===== config.mk =====
export PLATFORM = sky130hd
export DESIGN_NAME = tcs_step_ctrl
export DESIGN_NICKNAME = d
export VERILOG_FILES = /design/src/tcs_pkg.sv /design/src/tcs_step_ctrl.sv /design/src/tcs_bistable_latch.sv /design/src/tcs_debounce.sv
export VERILOG_INCLUDE_DIRS = /design/src
export SDC_FILE = /design/constraint.sdc
export NUM_CORES = 1
export LEC_CHECK = 0
export BUFFER_PORTS_ARGS = -buffer_cell sky130_fd_sc_hd__buf_2
export CAP_MARGIN = 10
export CORE_ASPECT_RATIO = 0.8
export CORE_UTILIZATION = 55
export CTS_CLUSTER_SIZE = 8
export DETAILED_ROUTE_END_ITERATION = 10
export PLACE_DENSITY = 0.74
export SKIP_LAST_GASP = 1
export SLEW_MARGIN = 25
export SYNTH_ARGS = -nofsm -noshare
export SYNTH_HDL_FRONTEND = slang
export SYNTH_SLANG_ARGS = --single-unit

===== constraint.sdc =====
create_clock -name aclk -period 4.9 [get_ports aclk]
set_input_delay 0.735 -clock aclk [delete_from_list [all_inputs] [get_ports aclk]]
set_output_delay 0.735 -clock aclk [all_outputs]
set_load 0.01 [all_outputs]

===== src/tcs_map.svh =====
`ifndef TCS_MAP_SVH
`define TCS_MAP_SVH

// bus geometry
`define TCS_ADDR_W 8
`define TCS_OFF_CTRL 8'h00
`define TCS_OFF_STATUS 8'h04
`define TCS_OFF_DBNC 8'h08

// control word fields
`define TCS_CTRL_EN 0
`define TCS_CTRL_START 1
`define TCS_CTRL_EN_RST 1'b1

// status word fields
`define TCS_ST_DRIVE 0
`define TCS_ST_LATCH 4
`define TCS_ST_PINS 8

// responses
`define TCS_RESP_OKAY 2'h0
`define TCS_RESP_DECERR 2'h3

// timing: debounce time in microseconds (1000 us) and clock rate in MHz
`define TCS_DBNC_US 32'h000003E8
`define TCS_CLK_MHZ 32'h0000000A
`define TCS_CNT_W 16

`endif


===== src/tcs_pkg.sv =====
package tcs_pkg;

  // condition inputs, active high after synchronising
  typedef struct packed {
    logic tune_start;
    logic series_home;
    logic series_pos21;
    logic shunt_home;
    logic shunt_cap;
    logic shunt_pos16;
    logic ind_max;
    logic ind_min_cap_max;
    logic ind_min_match;
  } tcs_pins_t;

  // relay and line drives
  typedef struct packed {
    logic shunt_motor_relay;
    logic series_motor_relay;
    logic inductor_home_cmd;
    logic inductor_force_inhibit;
  } tcs_drive_t;

  // bistable_latch states
  typedef struct packed {
    logic shunt_home;
    logic series_home;
    logic shunt_adv;
  } tcs_latch_t;

  typedef enum logic [1:0] {
    TCS_REG_CTRL,
    TCS_REG_STATUS,
    TCS_REG_DBNC,
    TCS_REG_NONE
  } tcs_reg_t;

endpackage


===== src/tcs_step_ctrl.sv =====
`timescale 1ns/1ps
`include "tcs_map.svh"
// Function
// - inductor min with cap max and series bank off home advances series bank.
// - series bank away from home asserts inductor force inhibit.
// - series switch at position 21 (75pf) asserts inductor home command.
// - tuning-cycle start sets the shunt bank homing latch.
// - tuning-cycle start sets series bank homing latch, running its motor home.
// - any shunt capacitance position 100pf to 1200pf clears shunt advance latch.
// - shunt homing latch set keeps the shunt motor relay energized.
// - shunt switch at position 16 keeps the shunt motor running.
// - shunt position 16 advances series bank unless shunt bank is homing.
// - inductor min, zero phase error and above 50 ohms advance series bank.
// - series home switch clears the series bank homing latch.
// - shunt home switch clears the shunt bank homing latch.
// - each inductor-maximum pulse sets the shunt bank advance latch.
// - series motor starting forces the shunt bank home.
////////////////////////////////////////////////////////////////////////////////
module tcs_step_ctrl #(
  parameter int ADDR_W = `TCS_ADDR_W,
  parameter int DBNC_CYCLES = `TCS_DBNC_US * `TCS_CLK_MHZ
) (
  input wire logic aclk,
  input wire logic aresetn,
  input wire logic awvalid,
  output logic awready,
  input wire logic [ADDR_W-1:0] awaddr,
  input wire logic wvalid,
  output logic wready,
  input wire logic [31:0] wdata,
  input wire logic [3:0] wstrb,
  output logic bvalid,
  input wire logic bready,
  output logic [1:0] bresp,
  input wire logic arvalid,
  output logic arready,
  input wire logic [ADDR_W-1:0] araddr,
  output logic rvalid,
  input wire logic rready,
  output logic [31:0] rdata,
  output logic [1:0] rresp,
  input wire tcs_pkg::tcs_pins_t pins,
  output tcs_pkg::tcs_drive_t drive
);
  import tcs_pkg::*;

  typedef struct packed {
    logic awready;
    logic wready;
    logic have_aw;
    logic have_w;
    logic [ADDR_W-1:0] waddr;
    logic [31:0] wdata;
    logic [3:0] wstrb;
    logic bvalid;
    logic [1:0] bresp;
    logic arready;
    logic rvalid;
    logic [31:0] rdata;
    logic [1:0] rresp;
    logic en;
    logic sw_start;
    logic [`TCS_CNT_W-1:0] dbnc_limit;
    logic prev_ind_max;
    logic prev_pos_any;
    tcs_drive_t drive;
  } tcs_main_t;

  tcs_main_t st;
  tcs_main_t next_st;
  tcs_pins_t deb;
  tcs_latch_t lat;
  logic start;
  logic max_pulse;
  logic pos_arrive;
  logic run_series;
  logic run_shunt;
  logic series_start;

  ////////////////////////////////////////////////////////////////////////////////
  // address decode and byte-lane merge
  function automatic tcs_reg_t reg_sel(input logic [ADDR_W-1:0] a);
    logic [ADDR_W-1:0] w;
    w = {a[ADDR_W-1:2], 2'b00};
    if (w == ADDR_W'(`TCS_OFF_CTRL)) begin
      reg_sel = TCS_REG_CTRL;
    end else if (w == ADDR_W'(`TCS_OFF_STATUS)) begin
      reg_sel = TCS_REG_STATUS;
    end else if (w == ADDR_W'(`TCS_OFF_DBNC)) begin
      reg_sel = TCS_REG_DBNC;
    end else begin
      reg_sel = TCS_REG_NONE;
    end
  endfunction

  function automatic logic [31:0] merge(input logic [31:0] old, input logic [31:0] nw,
                                        input logic [3:0] strb);
    for (int i = 0; i < 4; i++) begin
      merge[8*i +: 8] = strb[i] ? nw[8*i +: 8] : old[8*i +: 8];
    end
  endfunction

  ////////////////////////////////////////////////////////////////////////////////
  // input conditioning
  tcs_debounce #(
    .W($bits(tcs_pins_t)),
    .CW(`TCS_CNT_W)
  ) u_debounce (
    .aclk(aclk),
    .aresetn(aresetn),
    .limit(st.dbnc_limit),
    .din(pins),
    .dout(deb)
  );

  ////////////////////////////////////////////////////////////////////////////////
  // homing and advance latches
  assign start = deb.tune_start | st.sw_start;
  assign max_pulse = deb.ind_max & ~st.prev_ind_max;
  // arrival on a shunt contact; the old contact still shows while the motor leaves it
  assign pos_arrive = (deb.shunt_cap | deb.shunt_pos16 | deb.shunt_home) & ~st.prev_pos_any;

  // series bank motor: homing or any of the three advance conditions
  assign run_series = st.en & (lat.series_home
                      | (deb.ind_min_cap_max & ~deb.series_home)
                      | (deb.shunt_pos16 & ~lat.shunt_home)
                      | deb.ind_min_match);
  // shunt bank motor: homing, advancing, or passing position 16
  assign run_shunt = st.en & (lat.shunt_home
                     | lat.shunt_adv
                     | deb.shunt_pos16);
  assign series_start = run_series & ~st.drive.series_motor_relay;

  tcs_bistable_latch u_shunt_home (
    .aclk(aclk),
    .aresetn(aresetn),
    .set(start | series_start),
    .clr(deb.shunt_home),
    .q(lat.shunt_home)
  );

  tcs_bistable_latch u_series_home (
    .aclk(aclk),
    .aresetn(aresetn),
    .set(start),
    .clr(deb.series_home),
    .q(lat.series_home)
  );

  tcs_bistable_latch u_shunt_adv (
    .aclk(aclk),
    .aresetn(aresetn),
    .set(max_pulse),
    .clr(pos_arrive),
    .q(lat.shunt_adv)
  );

  ////////////////////////////////////////////////////////////////////////////////
  // bus slave and output drives
  always_comb begin
    next_st = st;
    next_st.sw_start = 1'b0;
    next_st.prev_ind_max = deb.ind_max;
    next_st.prev_pos_any = deb.shunt_cap | deb.shunt_pos16 | deb.shunt_home;
    next_st.drive.shunt_motor_relay = run_shunt;
    next_st.drive.series_motor_relay = run_series;
    next_st.drive.inductor_home_cmd = deb.series_pos21;
    next_st.drive.inductor_force_inhibit = ~deb.series_home;
    if (st.awready && awvalid) begin
      next_st.have_aw = 1'b1;
      next_st.waddr = awaddr;
    end
    if (st.wready && wvalid) begin
      next_st.have_w = 1'b1;
      next_st.wdata = wdata;
      next_st.wstrb = wstrb;
    end
    if (st.bvalid && bready) begin
      next_st.bvalid = 1'b0;
    end
    if (st.have_aw && st.have_w && !st.bvalid) begin
      next_st.have_aw = 1'b0;
      next_st.have_w = 1'b0;
      next_st.bvalid = 1'b1;
      next_st.bresp = `TCS_RESP_OKAY;
      unique case (reg_sel(st.waddr))
        TCS_REG_CTRL: begin
          if (st.wstrb[0]) begin
            next_st.en = st.wdata[`TCS_CTRL_EN];
            next_st.sw_start = st.wdata[`TCS_CTRL_START];
          end
        end
        TCS_REG_DBNC: begin
          next_st.dbnc_limit = `TCS_CNT_W'(merge(32'(st.dbnc_limit), st.wdata,
                                                 st.wstrb));
        end
        TCS_REG_STATUS: begin
          next_st.bresp = `TCS_RESP_OKAY;
        end
        TCS_REG_NONE: begin
          next_st.bresp = `TCS_RESP_DECERR;
        end
      endcase
    end
    next_st.awready = !next_st.have_aw && !next_st.bvalid;
    next_st.wready = !next_st.have_w && !next_st.bvalid;
    if (st.rvalid && rready) begin
      next_st.rvalid = 1'b0;
    end
    if (st.arready && arvalid) begin
      next_st.rvalid = 1'b1;
      next_st.rdata = '0;
      next_st.rresp = `TCS_RESP_OKAY;
      unique case (reg_sel(araddr))
        TCS_REG_CTRL: begin
          next_st.rdata[`TCS_CTRL_EN] = st.en;
        end
        TCS_REG_STATUS: begin
          next_st.rdata[`TCS_ST_DRIVE +: $bits(tcs_drive_t)] = st.drive;
          next_st.rdata[`TCS_ST_LATCH +: $bits(tcs_latch_t)] = lat;
          next_st.rdata[`TCS_ST_PINS +: $bits(tcs_pins_t)] = deb;
        end
        TCS_REG_DBNC: begin
          next_st.rdata[`TCS_CNT_W-1:0] = st.dbnc_limit;
        end
        TCS_REG_NONE: begin
          next_st.rresp = `TCS_RESP_DECERR;
        end
      endcase
    end
    next_st.arready = !next_st.rvalid;
  end

  always_ff @(posedge aclk) begin
    if (!aresetn) begin
      st <= '0;
      st.en <= `TCS_CTRL_EN_RST;
      st.dbnc_limit <= `TCS_CNT_W'(DBNC_CYCLES);
    end else begin
      st <= next_st;
    end
  end

  assign awready = st.awready;
  assign wready = st.wready;
  assign bvalid = st.bvalid;
  assign bresp = st.bresp;
  assign arready = st.arready;
  assign rvalid = st.rvalid;
  assign rdata = st.rdata;
  assign rresp = st.rresp;
  assign drive = st.drive;
endmodule


===== src/tcs_bistable_latch.sv =====
`timescale 1ns/1ps
module tcs_bistable_latch (
  input wire logic aclk,
  input wire logic aresetn,
  input wire logic set,
  input wire logic clr,
  output logic q
);
  import tcs_pkg::*;

  typedef struct packed {
    logic q;
  } tcs_bl_t;

  tcs_bl_t st;
  tcs_bl_t next_st;

  // set wins over clear
  always_comb begin
    next_st = st;
    if (set) begin
      next_st.q = 1'b1;
    end else if (clr) begin
      next_st.q = 1'b0;
    end
  end

  always_ff @(posedge aclk) begin
    if (!aresetn) begin
      st <= '0;
    end else begin
      st <= next_st;
    end
  end

  assign q = st.q;
endmodule


===== src/tcs_debounce.sv =====
`timescale 1ns/1ps
`include "tcs_map.svh"
module tcs_debounce #(
  parameter int W = 9,
  parameter int CW = `TCS_CNT_W
) (
  input wire logic aclk,
  input wire logic aresetn,
  input wire logic [CW-1:0] limit,
  input wire logic [W-1:0] din,
  output logic [W-1:0] dout
);
  import tcs_pkg::*;

  typedef struct packed {
    logic [W-1:0] s1;
    logic [W-1:0] s2;
    logic [W-1:0] stable;
    logic [W-1:0][CW-1:0] cnt;
  } tcs_deb_t;

  tcs_deb_t st;
  tcs_deb_t next_st;

  // two-stage sync, then a level must hold limit+1 cycles to be taken
  always_comb begin
    next_st = st;
    next_st.s1 = din;
    next_st.s2 = st.s1;
    for (int i = 0; i < W; i++) begin
      if (st.s2[i] == st.stable[i]) begin
        next_st.cnt[i] = '0;
      end else if (st.cnt[i] >= limit) begin
        next_st.stable[i] = st.s2[i];
        next_st.cnt[i] = '0;
      end else begin
        next_st.cnt[i] = CW'(st.cnt[i] + 1'b1);
      end
    end
  end

  always_ff @(posedge aclk) begin
    if (!aresetn) begin
      st <= '0;
    end else begin
      st <= next_st;
    end
  end

  assign dout = st.stable;
endmodule


# After elaboration in Yosys (flattened, before gate mapping)
# Index checks and enable logic that the tools add are counted.
# totals
mem_bits_ro	0
regBits	252
word_cells	184
latch_bits	0
ramBits	0
in_bits	68
memories	0
# classes
multipliers	0
div_mod_pow	0
eq_ne	18
reduce_logical	43
bitwise_logic	31
add_sub_neg	9
shift	0
n_lt_le_gt_ge	9
n_mux	28
# op_table
operator	count
$add A16 B1 Y16 const B	9
$ge A16 B16 Y1	9
$mux W35	1
$reduce_or A3 Y1	9
$mux W2	9
$reduce_and A2 Y1	9
$pmux W8 S2	1
$not A1 Y1	15
$mux W1	14
$eq A6 B1 Y1 const B	2
$eq A6 B2 Y1 const B	2
$logic_not A6 Y1	2
$pmux W6 S2	1
$eq A1 B1 Y1	9
$logic_and A1 B1 Y1	9
$or A1 B1 Y1	9
$reduce_and A3 Y1	3
$eq A2 B2 Y1 const B	4
$and A1 B1 Y1	7
$reduce_bool A2 Y1	3
$logic_not A1 Y1	5
$logic_not A2 Y1	2
$reduce_and A4 Y1	1
$mux W3	1
other kinds (2)	2

# Depth between registers and ports, before layout
# depth
word_depth	10
depth_mapped	9

# Cells and area by module
# A second synthesis with hierarchy kept.
# unflattened
hier_cells	1523
hier_area_um2	13345.3
# by_module_without_submodules
mod	area_each_um2	cells_per_inst	n_inst
tcs_debounce	9878.2	1143	1
tcs_step_ctrl	3343.2	371	1
tcs_bistable_latch	41.3	3	3

# Least setup slack after synthesis
# Ideal clock, no wire load.
# synth_path
kind	input port to flip-flop
from	input port araddr[7]
to	register st, in the netlist rdata[10]
stages	9
n_path_buf	2
required_ps	4785
t_arrival_ps	2448
setup_time_ps	115
path_slack_ps	2337
path_cell_list	or4_1 -> nor2_1 -> inv_1 -> ha_1 -> clkbuf_1 -> clkbuf_1 -> a22oi_1 -> o21ai_0 -> and2_1
# synth_via
elab_chain_len	7
elab_cells_between_ends	10
cone_classes	eq/ne (4); mux (5); reduce/logical (1)
# synth_rtl
item	line_no	text
from (decl)	tcs_step_ctrl.sv:37	input wire logic [ADDR_W-1:0] araddr,
$eq A6 B2 Y1	tcs_step_ctrl.sv:89	end else if (w == ADDR_W'(`TCS_OFF_DBNC)) begin
$mux W1	tcs_step_ctrl.sv:89	
$mux W2	tcs_step_ctrl.sv:87	end else if (w == ADDR_W'(`TCS_OFF_STATUS)) begin
$mux W2 (*)	tcs_step_ctrl.sv:85	if (w == ADDR_W'(`TCS_OFF_CTRL)) begin
$mux W2 (*)	tcs_step_ctrl.sv:210	if (st.arready && arvalid) begin
$eq A2 B2 Y1 or $eq A2 B1 Y1 (tied branches)	tcs_step_ctrl.sv:214	unique case (reg_sel(araddr))
$pmux W8 S2 (*)	tcs_step_ctrl.sv:214	
to (signal assigned)	tcs_step_ctrl.sv:240	st <= next_st;
to (decl)	tcs_step_ctrl.sv:69	tcs_main_t st;
# Mark *: on every way between the ends. The rest lies on a longest branch, timed or not. The select of a mux whose other input is x is not followed.
# A chain may end at the register's enable or synchronous reset.

# Final worst setup path
# layout_path
from	register st[15] (netlist name)
to	register u_debounce.st[37] (netlist name)
# layout_via
elab_chain_len	2
# layout_rtl
item	line_no	text
$ge A16 B16 Y1	tcs_debounce.sv:33	end else if (st.cnt[i] >= limit) begin
$reduce_or A3 Y1 (no source line)	n/a	
to (signal assigned)	tcs_debounce.sv:46	st <= next_st;
to (decl)	tcs_debounce.sv:22	tcs_deb_t st;
# No other way between the ends.

==> flow_summary.yaml <==
yosys:
  synthCells: 1484
  synth_flop_cell: "dfxtp_1"
  ys_ff_latch: 248
  yosysSeqAreaShare: 0.380
  ys_types: 52
  synth_top_cell_by_area: "dfxtp_1"
  synth.area.top_cells: "dfxtp_1 38%, ha_1 15%, xor2_1 5.6%"
  yosys_warnings: 0
  async_flop_share: 0
  synth_area_um2: 13100
  synth_edf_count: 0
  synth_top_cell_area_share: 0.380
  syn_area_per_cell_um2: 8.79
floorplan:
  die_w_um: 174
  rows: 50
  die_h_um: 140
  core_um2: 23300
  dieArea_um2: 24400
  ios: 113
  start_util: 0.559
sta:
  rsz0062_at_grt: "no"
  fmax_ghz: 0.337
  holdWs_ns: 0.430
  slew_headroom: 0.440
  setup_viol: 0
  hold_viol_final: 0
  period_needed_ns: 2.97
  setup_ws_ns: 1.93
  tightest_slew_ns: 0.839
  post-route-period-util: 0.605
  skew_ns: 0.0227
  tns_ns: 0
  maxSlewViolCount: 0
detailed_routing:
  drt_iter0_drc: 622
  num_vias: 10214
  vias_per_cell: 5.54
  routed_wirelength_mm: 30.5
  ant_nets: 0
  drc: 0
  routedWlPerCell_um: 16.5
  firstDrtPassIters: 5
critical_path:
  cp_max_fo: 16
  cp-end-kind: "flip-flop"
  worst_setup_path_start_kind: "flip-flop"
  critPathRequiredTime_ns: 5.34
  crit_arrival_ns: 3.40
  worst-setup-path-type: "flip-flop to flip-flop"
cts:
  cts_buffers: 36
  cts_tree: "built"
  cts.sinks: 248
  cts_hold_buf: 0
  ctsResizeCount: 0
  clk_pin_slew_worst_paths_ns: 0.05
  clk-insertion-delay-late_ns: 0.52
  clockRootBuffer: "clkbuf_16"
  max-clock-path-buffers: 3
  h-tree-depth: 2
  postCtsSetupBuffers: 0
placement:
  place_area_um2: 13400
  dp_slack_ns: 1.95
  placement.io_buffers: 75
  gp_congestion: 0.833
  post-dp-hpwl_mm: 20.6
grt:
  grt_overflow: 0
  antenna_found_initial: 0
  grt_start_max_net_pins: 78
  gr-usage-all-layers: 0.253
  grt_pass1_wl_mm: 49.4
  grt_pass1_vias: 9854
pwr:
  vdd_drop_max_mv: 0.346
  p_per_area_nw_per_um2: 302
  leakage_nw: 5.88
min_path:
  hold_path_class: "flip-flop to flip-flop"
job:
  max_cap_viol_count: 0
final_layout:
  synthToLayoutAreaGrowth_pct: 9.93
  final_cell_mix: "248 x dfxtp_1, 191 x nor2_1, 165 x nand2_1, 157 x ha_1, 84 x xor2_1"
  nNetsFinal: 1757
  diodes: 0
  design_area_um2: 14300
  final_common_cell: "dfxtp_1"
  drive_gt1_frac: 0.0789
status:
  status: "completed"
## sequential cells by signal, summed over array words and instances, names as in the netlist
register            cells
bresp                   1
rresp                   1
u_debounce.st         153
bvalid                  1
st                     46
u_debounce.dout         9
rdata                  17
u_shunt_adv.q           1
u_series_home.q         1
drive                   4
u_shunt_home.q          1
awready                 1
wready                  1
u_debounce.next_st      9
arready                 1
rvalid                  1
## where the power goes
group | internal, mW | switching (mW) | total [mW] | leakage, nW
Combinational | 0.0416 | 0.0685 | 0.110 | 3.41
Sequential | 2.05 | 0.0166 | 2.06 | 2.01
Clock | 1.30 | 0.856 | 2.16 | 0.464
Total | 3.39 | 0.941 | 4.33 | 5.88
## kinds of logic (layout without fill, tap and decap cells)
| group | Yosys count | after routing | synth area share |
|---|---|---|---|
| compound gates | 198 | 198 | 0.0973 |
| xor+xnor | 135 | 135 | 0.0906 |
| fa+ha+maj | 157 | 157 | 0.151 |
| buf+inv | 123 | 158 | 0.0498 |
| flops | 248 | 248 | 0.380 |
| mux | 18 | 18 | 0.0138 |
| other cells | 1 | 15 | 0.000287 |
| simple gates | 604 | 604 | 0.217 |
## metal layers
layer | wire (um) | up-vias | global-route usage | part of all wire
li1 | - | 5147 | - | -
met1 | 13800 | 4776 | 0.319 | 0.45
met2 | 13700 | 215 | 0.417 | 0.45
met3 | 1860 | 76 | 0.0601 | 0.061
met4 | 1080 | 0 | 0.100 | 0.035
met5 | 0 | - | 0 | 0
## stage by stage
step / std cells / total power [mW] / util
after floorplan: 1498 / 2.18 / -
after global placement: 1806 / 2.21 / 0.574
after detailed placement: 1806 / 2.21 / 0.574
after CTS: 1845 / 4.37 / 0.615
after global routing: 1845 / 4.48 / 0.615
final: 1845 / 4.33 / 0.615
## worst max-delay path, cell delays in order (launching register included)
cell	delay, ns
dfxtp_1	0.30
inv_1	0.57
ha_1	0.37
a21oi_1	0.18
o21ai_0	0.12
a221oi_1	0.44
nand4b_1	0.63
nor2_1	0.27
## Yosys cell counts, drive strengths merged, types with 3 or more instances
cell type and count:
nand4 42, nor4 4, and2 35, xor2 84
nor2b 24, dfxtp 248, clkbuf 34, a21o 6
nor3 19, o21a 4, a21boi 30, a41o 3
ha 157, buf 47, xnor2 51, nand3 60
inv 42, o21ai 45, a21oi 59, and4 9
nand2 165, nor3b 7, or4 3, and3 34
a211oi 4, nor2 191, a2bb2oi 3, o211ai 10
nand2b 4, mux2i 18, a22oi 14, a31oi 5
## layout make-up
type / count / area (um^2)
tap: 312 / 390
multi-input combinational: 1127 / 7490
inverter: 42 / 158
fill: 1972 / 8990
sequential: 248 / 4960
clock inverter: 3 / 47.5
clock buffer: 36 / 901
timing repair buffer: 77 / 393
## worst paths after layout
kind	depth (start not counted)	slack, ns	startpoint	endpoint
min	1	0.43	u_debounce.next_st[157]	u_debounce.st[157]
max reg2reg	7	1.93	st[15]	u_debounce.st[37]
min reg2reg	1	0.43	u_debounce.next_st[157]	u_debounce.st[157]
max	7	1.93	st[15]	u_debounce.st[37]
(Power assumes the default switching activity.)
